## src/tcu_pkg.sv

```systemverilog
// Constants, register map and field layout of the capture/compare timer.
// How it works
// (RULE_01) Reserved pin-control bits 7 and 3 read one.
// (RULE_02) Register D compares at 0, captures at 1.
// (RULE_03) D compare action: none, low, high, toggle.
// (RULE_04) D capture edge: rising, falling, both edges.
// (RULE_05) Register C compares at 0, captures at 1.
// (RULE_06) C compare action: none, low, high, toggle.
// (RULE_07) C capture edge: rising, falling, both edges.
// (RULE_08) Sixteen-bit counter, clock chosen by three bits.
// (RULE_09) Clear-on-match zeroes counter at match A.
// (RULE_10) Wrap from all ones sets overflow flag.
// (RULE_11) Overflow request only while its enable is set.
// (RULE_12) Software accesses the counter sixteen bits wide.
// (RULE_13) Counter resets to zero.
// (RULE_14) Compare equality sets the channel event flag.
// (RULE_15) Compare match requests interrupt when enabled.
// (RULE_16) Capture edge stores counter, sets event flag.
// (RULE_17) Capture requests interrupt when enabled.
// (RULE_18) Buffer bits pair C with A, D with B.
// (RULE_19) Buffered compare match copies buffer into primary.
// (RULE_20) Buffered capture moves old primary into buffer.
// (RULE_21) Software accesses general registers sixteen bits wide.
// (RULE_22) General registers reset to all ones.
// (RULE_23) Pin-control A/B uses the same encodings.
// (RULE_24) Flag clears only by read-one, then write-zero.
// (RULE_25) Compare event fires on the tick leaving equality.
package tcu_pkg;

   // Register word addresses on the plain register port.
   localparam logic [3:0] ADDR_MODE     = 4'h0;
   localparam logic [3:0] ADDR_CTRL     = 4'h1;
   localparam logic [3:0] ADDR_IRQ_EN   = 4'h2;
   localparam logic [3:0] ADDR_STATUS   = 4'h3;
   localparam logic [3:0] ADDR_IO_AB    = 4'h4;
   localparam logic [3:0] ADDR_IO_CD    = 4'h5;
   localparam logic [3:0] ADDR_COUNT    = 4'h6;
   localparam logic [3:0] ADDR_GR_BASE  = 4'h8;

   // Field positions.
   localparam int MODE_START   = 0;
   localparam int MODE_BUF_A   = 2;
   localparam int MODE_BUF_B   = 3;
   localparam int CTRL_CKS_LO  = 4;
   localparam int CTRL_CLEAR   = 7;
   localparam int FLAG_OVF     = 7;
   localparam int IO_FSEL      = 2;
   localparam int IO_RSVD_LO   = 3;
   localparam int IO_RSVD_HI   = 7;

   // Reset values, counter top value and reserved-bit mask.
   localparam logic [15:0] COUNT_RESET = 16'h0000;
   localparam logic [15:0] GR_RESET    = 16'hFFFF;
   localparam logic [15:0] COUNT_MAX   = 16'hFFFF;
   localparam logic [7:0]  IO_RSVD_MASK = 8'h88;

   // Compare pin actions and capture edge codes.
   localparam logic [1:0] ACT_NONE   = 2'h0;
   localparam logic [1:0] ACT_LOW    = 2'h1;
   localparam logic [1:0] ACT_HIGH   = 2'h2;
   localparam logic [1:0] ACT_TOGGLE = 2'h3;
   localparam logic [1:0] EDGE_RISE  = 2'h0;
   localparam logic [1:0] EDGE_FALL  = 2'h1;

   // Clock select: prescaler widths, codes 1xx pick the external clock.
   localparam logic [2:0] CKS_DIV1   = 3'h0;
   localparam logic [2:0] CKS_DIV2   = 3'h1;
   localparam logic [2:0] CKS_DIV4   = 3'h2;
   localparam logic [2:0] CKS_DIV8   = 3'h3;

endpackage : tcu_pkg

```

## src/tcu_timer.sv

```systemverilog
// Capture/compare timer: counter, four general registers, flags and register port.
`timescale 1ns/1ns
module tcu_timer
   import tcu_pkg::*;
(
   input  wire logic        clk_sys_i,
   input  wire logic        sys_rst_i,
   input  wire logic [3:0]  addr_i,
   input  wire logic [15:0] wr_data_i,
   input  wire logic        wr_en_i,
   input  wire logic        rd_en_i,
   output logic      [15:0] rd_data_o,
   input  wire logic        ext_clk_i,
   input  wire logic [3:0]  pin_in_i,
   output logic      [3:0]  pin_out_o,
   output logic      [3:0]  pin_oe_o,
   output logic             irq_o
);

   // Whole block state, registered as one word.
   typedef struct packed {
      logic [15:0]       count;
      logic [3:0][15:0]  gr;
      logic [7:0]        mode;
      logic [7:0]        ctrl;
      logic [7:0]        irq_en;
      logic [7:0]        io_ab;
      logic [7:0]        io_cd;
      logic [3:0]        imf;
      logic              ovf;
      logic [4:0]        armed;
      logic [3:0]        pin_prev;
      logic [3:0]        pin_out;
      logic [2:0]        pre;
      logic              ext_prev;
      logic [15:0]       rdata;
   } tcu_state_s;

   tcu_state_s st_ff;
   tcu_state_s nxt_st;

   logic        tick;
   logic [3:0]  fsel;
   logic [3:0]  cmp_hit;
   logic [3:0]  cap_hit;
   logic [3:0]  rise;
   logic [3:0]  fall;
   logic [7:0]  nib [4];
   logic        clear_a;
   logic        buf_a;
   logic        buf_b;
   logic        wr_status;

   // Counter clock: internal prescaler taps or the external clock edge.
   // (RULE_08) clock source select
   always_comb
   begin
      case (st_ff.ctrl[CTRL_CKS_LO +: 3])
         CKS_DIV1: tick = 1'b1;
         CKS_DIV2: tick = st_ff.pre[0];
         CKS_DIV4: tick = &st_ff.pre[1:0];
         CKS_DIV8: tick = &st_ff.pre;
         default:  tick = ext_clk_i & ~st_ff.ext_prev;
      endcase
      tick = tick & st_ff.mode[MODE_START];
   end

   assign buf_a     = st_ff.mode[MODE_BUF_A];
   assign buf_b     = st_ff.mode[MODE_BUF_B];
   assign wr_status = wr_en_i && (addr_i == ADDR_STATUS);
   assign rise      = pin_in_i & ~st_ff.pin_prev;
   assign fall      = ~pin_in_i & st_ff.pin_prev;

   // Per-channel compare and capture detection; A/B share one control byte, C/D another.
   // A channel that serves as a buffer raises no events of its own, so its pin stays quiet.
   genvar gi;
   generate
      for (gi = 0; gi < 4; gi++)
      begin : g_chan
         logic [1:0] fld;
         logic       en;
         // (RULE_23) shared encodings for A/B and C/D
         assign nib[gi] = (gi < 2) ? st_ff.io_ab : st_ff.io_cd;
         assign fsel[gi] = nib[gi][IO_FSEL + 4 * (gi % 2)];
         assign fld = nib[gi][4 * (gi % 2) +: 2];
         assign en = !((gi == 2 && buf_a) || (gi == 3 && buf_b));
         // (RULE_25) match fires on the tick that leaves equality
         assign cmp_hit[gi] = en && !fsel[gi] && tick && (st_ff.count == st_ff.gr[gi]);
         // (RULE_04) capture edge choice, likewise (RULE_07)
         assign cap_hit[gi] = en && fsel[gi] &&
                              (fld[1] ? (rise[gi] | fall[gi]) :
                               (fld == EDGE_FALL) ? fall[gi] : rise[gi]);
      end
   endgenerate

   // (RULE_09) periodic clear on match A
   assign clear_a = cmp_hit[0] && st_ff.ctrl[CTRL_CLEAR];

   // Next-state logic: software writes first, hardware events override them.
   always_comb
   begin
      logic [1:0] act;
      act = ACT_NONE;
      nxt_st = st_ff;
      nxt_st.pre = st_ff.pre + 3'h1;
      nxt_st.ext_prev = ext_clk_i;
      nxt_st.pin_prev = pin_in_i;

      // Software writes; narrow registers take the low byte.
      // (RULE_12) whole-word counter and general register writes
      if (wr_en_i)
      begin
         case (addr_i)
            ADDR_MODE:   nxt_st.mode = wr_data_i[7:0];
            ADDR_CTRL:   nxt_st.ctrl = wr_data_i[7:0];
            ADDR_IRQ_EN: nxt_st.irq_en = wr_data_i[7:0];
            ADDR_IO_AB:  nxt_st.io_ab = wr_data_i[7:0];
            ADDR_IO_CD:  nxt_st.io_cd = wr_data_i[7:0];
            ADDR_COUNT:  nxt_st.count = wr_data_i;
            4'h8:        nxt_st.gr[0] = wr_data_i;
            4'h9:        nxt_st.gr[1] = wr_data_i;
            4'hA:        nxt_st.gr[2] = wr_data_i;
            4'hB:        nxt_st.gr[3] = wr_data_i;
            default:     nxt_st.ctrl = st_ff.ctrl;
         endcase
      end

      // (RULE_24) clear only bits that were read as one
      if (wr_status)
      begin
         nxt_st.imf = st_ff.imf & ~(st_ff.armed[3:0] & ~wr_data_i[3:0]);
         nxt_st.ovf = st_ff.ovf & ~(st_ff.armed[4] & ~wr_data_i[FLAG_OVF]);
         nxt_st.armed = 5'h00;
      end
      else if (rd_en_i && addr_i == ADDR_STATUS)
      begin
         nxt_st.armed = {st_ff.ovf, st_ff.imf};
      end

      // Counter advance, clear and wrap; a match-A clear beats a same-cycle wrap, so no overflow is flagged.
      if (tick)
      begin
         if (clear_a)
            nxt_st.count = COUNT_RESET;
         else
            nxt_st.count = st_ff.count + 16'h0001;
         // (RULE_10) overflow on wrap
         if (!clear_a && st_ff.count == COUNT_MAX)
            nxt_st.ovf = 1'b1;
      end

      for (int i = 0; i < 4; i++)
      begin
         act = nib[i][4 * (i % 2) +: 2];
         // (RULE_03) compare pin action, likewise (RULE_06)
         if (cmp_hit[i])
         begin
            case (act)
               ACT_LOW:    nxt_st.pin_out[i] = 1'b0;
               ACT_HIGH:   nxt_st.pin_out[i] = 1'b1;
               ACT_TOGGLE: nxt_st.pin_out[i] = ~st_ff.pin_out[i];
               default:    nxt_st.pin_out[i] = st_ff.pin_out[i];
            endcase
         end
         // (RULE_14) event flag set, wins over clear; also (RULE_16)
         if (cmp_hit[i] || cap_hit[i])
            nxt_st.imf[i] = 1'b1;
         // (RULE_16) capture stores the counter
         if (cap_hit[i])
            nxt_st.gr[i] = st_ff.count;
      end

      // (RULE_18) C buffers A, D buffers B
      for (int i = 0; i < 2; i++)
      begin
         if ((i == 0) ? buf_a : buf_b)
         begin
            // (RULE_19) buffered compare reload
            if (cmp_hit[i])
               nxt_st.gr[i] = st_ff.gr[i + 2];
            // (RULE_20) old primary moves to buffer
            if (cap_hit[i])
               nxt_st.gr[i + 2] = st_ff.gr[i];
         end
      end

      // Read data, valid in the cycle after the strobe only.
      nxt_st.rdata = 16'h0000;
      if (rd_en_i)
      begin
         case (addr_i)
            ADDR_MODE:   nxt_st.rdata = {8'h00, st_ff.mode};
            ADDR_CTRL:   nxt_st.rdata = {8'h00, st_ff.ctrl};
            ADDR_IRQ_EN: nxt_st.rdata = {8'h00, st_ff.irq_en};
            ADDR_STATUS: nxt_st.rdata = {8'h00, st_ff.ovf, 3'h0, st_ff.imf};
            // (RULE_01) reserved bits read one
            ADDR_IO_AB:  nxt_st.rdata = {8'h00, st_ff.io_ab | IO_RSVD_MASK};
            ADDR_IO_CD:  nxt_st.rdata = {8'h00, st_ff.io_cd | IO_RSVD_MASK};
            ADDR_COUNT:  nxt_st.rdata = st_ff.count;
            4'h8:        nxt_st.rdata = st_ff.gr[0];
            4'h9:        nxt_st.rdata = st_ff.gr[1];
            4'hA:        nxt_st.rdata = st_ff.gr[2];
            4'hB:        nxt_st.rdata = st_ff.gr[3];
            default:     nxt_st.rdata = 16'h0000;
         endcase
      end
   end

   // State register with synchronous reset.
   always_ff @(posedge clk_sys_i)
   begin
      if (sys_rst_i)
      begin
         st_ff <= '0;
         // (RULE_13) counter to zero
         st_ff.count <= COUNT_RESET;
         // (RULE_22) general registers to all ones
         st_ff.gr <= {4{GR_RESET}};
      end
      else
      begin
         st_ff <= nxt_st;
      end
   end

   // Outputs; the pin is driven only while its channel compares.
   // (RULE_02) function select drives mode, likewise (RULE_05)
   assign rd_data_o = st_ff.rdata;
   assign pin_out_o = st_ff.pin_out;
   assign pin_oe_o  = ~fsel;
   // (RULE_11) overflow request gated by enable; also (RULE_15) and (RULE_17)
   assign irq_o = |(st_ff.imf & st_ff.irq_en[3:0]) | (st_ff.ovf & st_ff.irq_en[FLAG_OVF]);
endmodule : tcu_timer

```

## config.mk

```make
export PLATFORM = sky130hd
export DESIGN_NAME = tcu_timer
export DESIGN_NICKNAME = d
export VERILOG_FILES = /design/src/tcu_pkg.sv /design/src/tcu_timer.sv
export SDC_FILE = /design/constraint.sdc
export NUM_CORES = 1
export LEC_CHECK = 0
export ABC_AREA = 0
export BUFFER_PORTS_ARGS = -buffer_cell sky130_fd_sc_hd__buf_2
export CAP_MARGIN = 20
export CORE_UTILIZATION = 60
export DETAILED_ROUTE_END_ITERATION = 6
export PLACE_DENSITY = 0.79
export SLEW_MARGIN = 15
export SYNTH_ARGS = -nofsm -noshare
export SYNTH_HDL_FRONTEND = slang
export SYNTH_SLANG_ARGS = --single-unit
```

## constraint.sdc

```tcl
create_clock -name clk_sys_i -period 2.7 [get_ports clk_sys_i]
set_clock_uncertainty 0.1 [all_clocks]
set_input_delay 0.81 -clock clk_sys_i [delete_from_list [all_inputs] [get_ports clk_sys_i]]
set_output_delay 0.81 -clock clk_sys_i [all_outputs]
set_load 0.01 [all_outputs]
```

==> results of run 1 <==
## cell usage in the layout, fill, tap and decap left out, drive strengths merged, types with 4 or more instances in the layout
cell / synthesis / routed
a22oi: 25 / 25
nor3: 21 / 21
ha: 11 / 11
xnor2: 44 / 44
a211oi: 21 / 21
a31oi: 20 / 20
a211o: 32 / 32
nor4: 12 / 12
nor2: 137 / 137
mux2: 38 / 38
nor2b: 13 / 13
o211ai: 4 / 4
a21oi: 49 / 49
mux2i: 59 / 59
a311oi: 35 / 35
a222oi: 7 / 7
a221oi: 6 / 6
clkbuf: 58 / 20
nand3: 69 / 69
bufinv: 0 / 5
buf: 69 / 135
a22o: 4 / 4
o21ai: 41 / 41
nand2: 96 / 96
a21o: 4 / 4
nand4: 17 / 17
nand3b: 5 / 5
inv: 37 / 37
xor2: 19 / 19
o32ai: 4 / 4
dfxtp: 154 / 154
clkinv: 0 / 6
and3: 9 / 9
o41a: 16 / 16
## metrics by stage
stage | TNS (ns) | std cells | setup slack [ns] | power, mW
5_1_grt | 0 | 1432 | 0.0372 | 5.75
3_5_place_dp | -2.94 | 1401 | -0.130 | 2.97
3_3_place_gp | -6.30 | 1400 | -0.339 | 2.96
4_1_cts | 0 | 1432 | 0.206 | 5.58
6_report | 0 | 1432 | 0.129 | 5.63
2_1_floorplan | 0 | 1179 | 0.198 | 2.77
## worst max path at each step
stage | to | slack (ns) | cells past startpoint
after floorplan | st_ff[110] | 0.20 | 7
after global routing | pin_out_o[3] | 0.04 | 9
final | pin_out_o[3] | 0.13 | 9
after global placement | st_ff[138] | -0.34 | 8
after CTS | pin_out_o[3] | 0.21 | 9
after detailed placement | st_ff[108] | -0.13 | 9
## critical path: stages (launching register included)
cell and delay, ns:
dfxtp_1 0.37, ha_1 0.20, ha_1 0.15, mux2i_1 0.09, a22o_1 0.38, buf_4 0.23, nor4_1 0.46, buf_4 0.21
a41o_1 0.16, a21oi_1 0.06
## cell families (layout without fill, tap and decap cells)
logic type / Yosys count / after routing / synth area share (%)
buffers and inverters: 166 / 203 / 8.64
adder cells (fa/ha/maj): 11 / 11 / 1.41
multiplexers: 97 / 97 / 10.4
AO/OA/AOI/OAI: 290 / 290 / 22.5
XOR/XNOR: 63 / 63 / 5.64
flip-flops: 154 / 154 / 31.5
AND/OR/NAND/NOR: 398 / 398 / 19.8
## registers in the layout, summed over array words and instances (netlist names)
signal and count:
st_ff 120, rd_data_o 16, g_chan.fld 8, fsel 4
pin_out_o 4, buf_a 1, buf_b 1
## layer usage
metal	part of all wire (%)	track usage [%]
met3	15	14.0
met5	0	0
met1	38	56.7
met2	43	64.0
met4	4.6	18.7
## cell type report
class,count,area [µm²]
Inverter,37,139
Clock inverter,11,195
Tap cell,216,270
Multi-Input combinational cell,859,5870
Fill cell,1267,4890
Timing Repair Buffer,135,991
Clock buffer,20,447
Sequential cell,154,3080
## repair_timing
| action | CTS | global route |
|---|---|---|
| hold buffers | 0 | 0 |
| gates resized for setup | 0 | 1 |
| endpoints found under the setup margin | 0 | 1 |
## where the power goes
group          switching [mW]  internal, mW
Combinational           0.357         0.216
Sequential             0.0562          2.32
Clock                    1.02          1.66
Total                    1.43          4.20
==> flow_summary_export.csv, run 1 <==
group,metric,value,unit
timing,setup_viol_count_final,0,
final_layout,layout-drive-gt1-share,19.2,%
worst_setup_path,timing.reg2reg.worst_path_depth,9,
logic_synthesis,synth-edff-count,0,
logic_synthesis,library_cells_used_by_synthesis,78,
cts,setup_bufs_post_cts,0,
floorplan,io_pins,54,
worst_hold_path,min_delay_path_depth,1,
worst_setup_path,r2r_end,"pin_out_o[3]",
status,outcome,"finished with violations",
placement,globalplace.congestion,1.02,
timing,maxSlewHeadroom,54.3,%
timing,highest_attainable_clock_frequency,389,MHz
cts,tritoncts,"done",
worst_setup_path,crit-reg2reg-launch,"st_ff[17]",
worst_hold_path,worst_hold_startpoint,"st_ff[17]",
detailed_routing,drt_pass1_iterations,7,
cts,cts_root_buf,"clkbuf_16",
worst_setup_path,path_class,"reg -> reg",
job,max-cap-violations,0,
cts,cts_sinks,154,
power_and_ir_drop,vdd_drop_max,507,µV
final_layout,postLayoutCoreUtil,69.2,%
global_route,global_route.overflow_total,0,
floorplan,placement_rows,46,
timing,finalMaxSlewViolations,0,
detailed_routing,drt-initial-drc-count,1803,
cts,cts_made_buffers,17,
timing,rsz_0062_raised_after_global_routing,"no",
placement,dpl_cell_area,10300,µm²
worst_setup_path,critical_path.max_fanout,7,
worst_setup_path,data_arrival_at_the_endpoint_of_the_critical_path,2.76,ns
worst_setup_path,worst_setup_path_startpoint,"st_ff[17]",
cts,cts-root-to-sink-buffers,2,
floorplan,floorplan.die_area,16800,µm²
logic_synthesis,synthesis.area,9780,µm²
floorplan,design.core.area,15900,µm²
global_route,grt_first_pass_wirelength,53800,µm
final_layout,flow.area_growth_from_synthesis,12.5,%
global_route,grt_antenna_before_repair,0,
detailed_routing,drt-wirelength-per-cell,25.0,µm
floorplan,dieWidth,130,µm
cts,clock_tree.htree_level_count,4,
logic_synthesis,synth.largest_area_cell,"dfxtp_1",
timing,period_minus_slack,2.57,ns
timing,hold_viol_final,0,
timing,finalCritPeriodShare,95.2,%
logic_synthesis,synth.ff_latch_count,154,
power_and_ir_drop,power-per-cell-area,512,nW/µm²
detailed_routing,drt_drc_violations_left,19,
final_layout,diodes,0,
detailed_routing,antenna_left,0,
placement,dpl.hpwl,24300,µm
logic_synthesis,synth_area_per_cell,8.29,µm²
power_and_ir_drop,cellLeakagePower,4.28,nW
detailed_routing,viasPerCell,7.04,
global_route,grtUsageTotal,43.0,%
worst_setup_path,crit_path_end_kind,"flip-flop",
worst_setup_path,cp-start-kind,"flip-flop",
logic_synthesis,synth_seq_area_share,31.5,%
logic_synthesis,yosys_most_used_dff,"dfxtp_1",
logic_synthesis,async_reset_ff_share,0,%
floorplan,overall_die_height,130,µm
final_layout,net_count_final,1244,
floorplan,initial_utilization,61.5,%
logic_synthesis,synth_top_cell_area_share,31.5,%
logic_synthesis,mappedNetlistNets,1219,
logic_synthesis,yosys.cell_count.top_type,"dfxtp_1",
global_route,grt_pass1_vias,9200,
timing,transition_time_at_the_pin_with_the_least_slew_margin,0.684,ns
logic_synthesis,ys_warn_count,0,
logic_synthesis,post_synth_most_frequent_cells,"154 x dfxtp_1, 137 x nor2_1, 93 x nand2_1, 67 x nand3_1, 59 x mux2i_1",
worst_setup_path,timing.critical_path.required,2.89,ns
worst_hold_path,min_path_type,"reg -> reg",
worst_hold_path,holdPathEnd,"st_ff[17]",
logic_synthesis,synth_top_cells_by_area,"dfxtp_1 32%, mux2i_1 6.0%, nor2_1 5.3%, mux2_2 4.4%, xnor2_1 3.9%",
cts,worstSkewPairLatency,0.44,ns
global_route,pin_count_of_the_biggest_net_entering_global_routing,130,
detailed_routing,drt-total-wl,35800,µm
final_layout,final_cell_area,11000,µm²
timing,hold-worst-slack,0.367,ns
status,failed_checks,"design-rule violations",
logic_synthesis,netlist_instances,1179,
placement,port_buffers,53,
detailed_routing,vias,10100,
worst_setup_path,worst-r2r-setup-slack,0.13,ns
cts,clock_pin_slew_worst_setup_and_hold_paths,0.06,ns
Power figures use the tool's default switching activity.
==> inputs of run 2 (changes only) <==
--- a/config.mk
+++ b/config.mk
@@ -11,6 +11,7 @@
 export CORE_UTILIZATION = 60
 export DETAILED_ROUTE_END_ITERATION = 6
 export PLACE_DENSITY = 0.79
+export RECOVER_POWER = 25
 export SLEW_MARGIN = 15
 export SYNTH_ARGS = -nofsm -noshare
 export SYNTH_HDL_FRONTEND = slang
==> run 2 against run 1 <==
Net effect: the flow still finishes with violations (design-rule violations); fmax shrank 3.9%; clock power hardly changed; register-to-register slack worse by 0.03 ns; sequential power about the same; hold slack about the same; sequential cell count did not move; sequential share of layout area rose by 0.12 points; die area did not move; combinational power shrank 1%; largest power group unchanged; highest routed layer unchanged.
==> flow_summary_export.csv, run 2 (synthesis results as in run 1) <==
group,metric,value,unit
cts,cts_sinks,154,
final_layout,largest_reg_flops,120,
placement,port_buffers,53,
timing,period_minus_slack,2.67,ns
timing,finalMaxSlewViolations,0,
global_route,grt.busiest_layer,"met2",
timing,timing.final.ws_setup,0.0252,ns
floorplan,dieWidth,130,µm
global_route,pin_count_of_the_biggest_net_entering_global_routing,130,
global_route,grt_first_pass_wirelength,53800,µm
cts,clock_pin_slew_worst_setup_and_hold_paths,0.06,ns
global_route,grt_pass1_vias,9200,
status,failed_checks,"design-rule violations",
timing,hold_viol_final,0,
worst_setup_path,data_arrival_at_the_endpoint_of_the_critical_path,2.83,ns
cts,cts-root-to-sink-buffers,2,
cts,setup_bufs_post_cts,0,
power_and_ir_drop,share_clk_of_total_power,47.6,%
placement,dpl.hpwl,24300,µm
global_route,grt.met1_usage,56.7,%
power_and_ir_drop,share_comb_of_total_power,10.1,%
detailed_routing,vias,10000,
placement,pre_cts_setup_slack,-0.130,ns
power_and_ir_drop,net-switching-power,1.43,mW
power_and_ir_drop,cellLeakagePower,4.18,nW
global_route,global_route.overflow_total,0,
global_route,use_met3,14.0,%
cts,worstSkewPairLatency,0.44,ns
placement,globalplace.congestion,1.02,
final_layout,diodes,0,
power_and_ir_drop,power-per-cell-area,514,nW/µm²
power_and_ir_drop,intPower,4.20,mW
final_layout,flow.area_growth_from_synthesis,12.0,%
final_layout,final_cell_area,10900,µm²
global_route,grt_antenna_before_repair,0,
detailed_routing,drt_pass1_iterations,7,
cts,cts-hold-fix-buffers,0,
worst_setup_path,path_class,"in -> reg",
timing,hold-worst-slack,0.366,ns
timing,rsz_0062_raised_after_global_routing,"no",
status,outcome,"finished with violations",
cts,clock_tree.htree_level_count,4,
final_layout,layout.cells.most_common_list,"154 x dfxtp_1, 135 x nor2_1, 93 x nand2_1",
worst_setup_path,crit_path_end_kind,"flip-flop",
final_layout,layout_commonest_cell,"dfxtp_1",
placement,dpl_cell_area,10300,µm²
timing,transition_time_at_the_pin_with_the_least_slew_margin,0.852,ns
floorplan,design.core.area,15900,µm²
cts,cts_made_buffers,17,
cts,tritoncts,"done",
timing,finalCritPeriodShare,99.1,%
detailed_routing,drt-wirelength-per-cell,24.9,µm
detailed_routing,viasPerCell,7.00,
timing,setup_viol_count_final,0,
detailed_routing,drt-total-wl,35700,µm
worst_hold_path,min_path_type,"reg -> reg",
floorplan,overall_die_height,130,µm
floorplan,placement_rows,46,
floorplan,initial_utilization,61.5,%
global_route,globalRouteMet2Util,64.0,%
power_and_ir_drop,p_sw_share,25.4,%
worst_setup_path,critical_path.max_fanout,16,
final_layout,net_count_final,1244,
timing,maxSlewHeadroom,43.2,%
job,max-cap-violations,0,
floorplan,floorplan.die_area,16800,µm²
worst_setup_path,timing.critical_path.required,2.86,ns
timing,highest_attainable_clock_frequency,374,MHz
detailed_routing,drt_drc_violations_left,18,
power_and_ir_drop,vdd_drop_max,506,µV
cts,number_of_instances_resized_during_post_cts_repair,0,
detailed_routing,drt-initial-drc-count,1687,
final_layout,layout-drive-gt1-share,17.1,%
cts,cts_root_buf,"clkbuf_16",
final_layout,regMostFlops,"st_ff",
worst_setup_path,cp-start-kind,"input port",
detailed_routing,antenna_left,0,
global_route,grtUsageTotal,43.0,%
final_layout,postLayoutCoreUtil,68.9,%
power_and_ir_drop,part_of_the_total_power_dissipated_in_sequential_elements,42.3,%
floorplan,io_pins,54,
==> run 2: layout make-up <==
cell class,instances,area (µm²)
Fill cell,1282,4940
Clock inverter,11,195
Timing Repair Buffer,135,943
Multi-Input combinational cell,859,5870
Sequential cell,154,3080
Inverter,37,139
Clock buffer,20,447
Tap cell,216,270
==> run 2: critical path, cell delays in order <==
cell and delay [ns]:
clkbuf_1 0.62, buf_4 0.26, nor2_1 0.06, and2_1 0.27
a221oi_1 0.54, a21oi_1 0.25
==> run 2: final timing paths <==
path / cells past startpoint / start / slack (ns) / end
setup reg to reg: 9 / st_ff[17] / 0.10 / pin_out_o[3]
hold reg to reg: 1 / st_ff[17] / 0.37 / st_ff[17]
hold / removal: 1 / st_ff[17] / 0.37 / st_ff[17]
setup / recovery: 6 / addr_i[0] / 0.03 / rd_data_o[1]
==> run 2: stage by stage <==
stage / instances / setup TNS [ns] / power, mW
floorplan: 1179 / 0 / 2.77
CTS: 1432 / 0 / 5.58
finish: 1432 / 0 / 5.63
global route: 1432 / 0 / 5.75
global placement: 1400 / -6.30 / 2.96
detailed placement: 1401 / -2.94 / 2.97
==> run 2: power groups by stage <==
stage	clock network, mW	logic (mW)	registers [mW]
after floorplan	0	0.363	2.41
after CTS	2.66	0.547	2.37
final	2.68	0.567	2.38
after detailed placement	0	0.544	2.42
after global placement	0	0.538	2.42
after global routing	2.77	0.593	2.38
==> run 2: routing by layer <==
layer	part of all wire (%)	wire length [µm]
met5	0	0
met4	5.1	1830
met3	15	5310
met2	42	15000
met1	38	13500
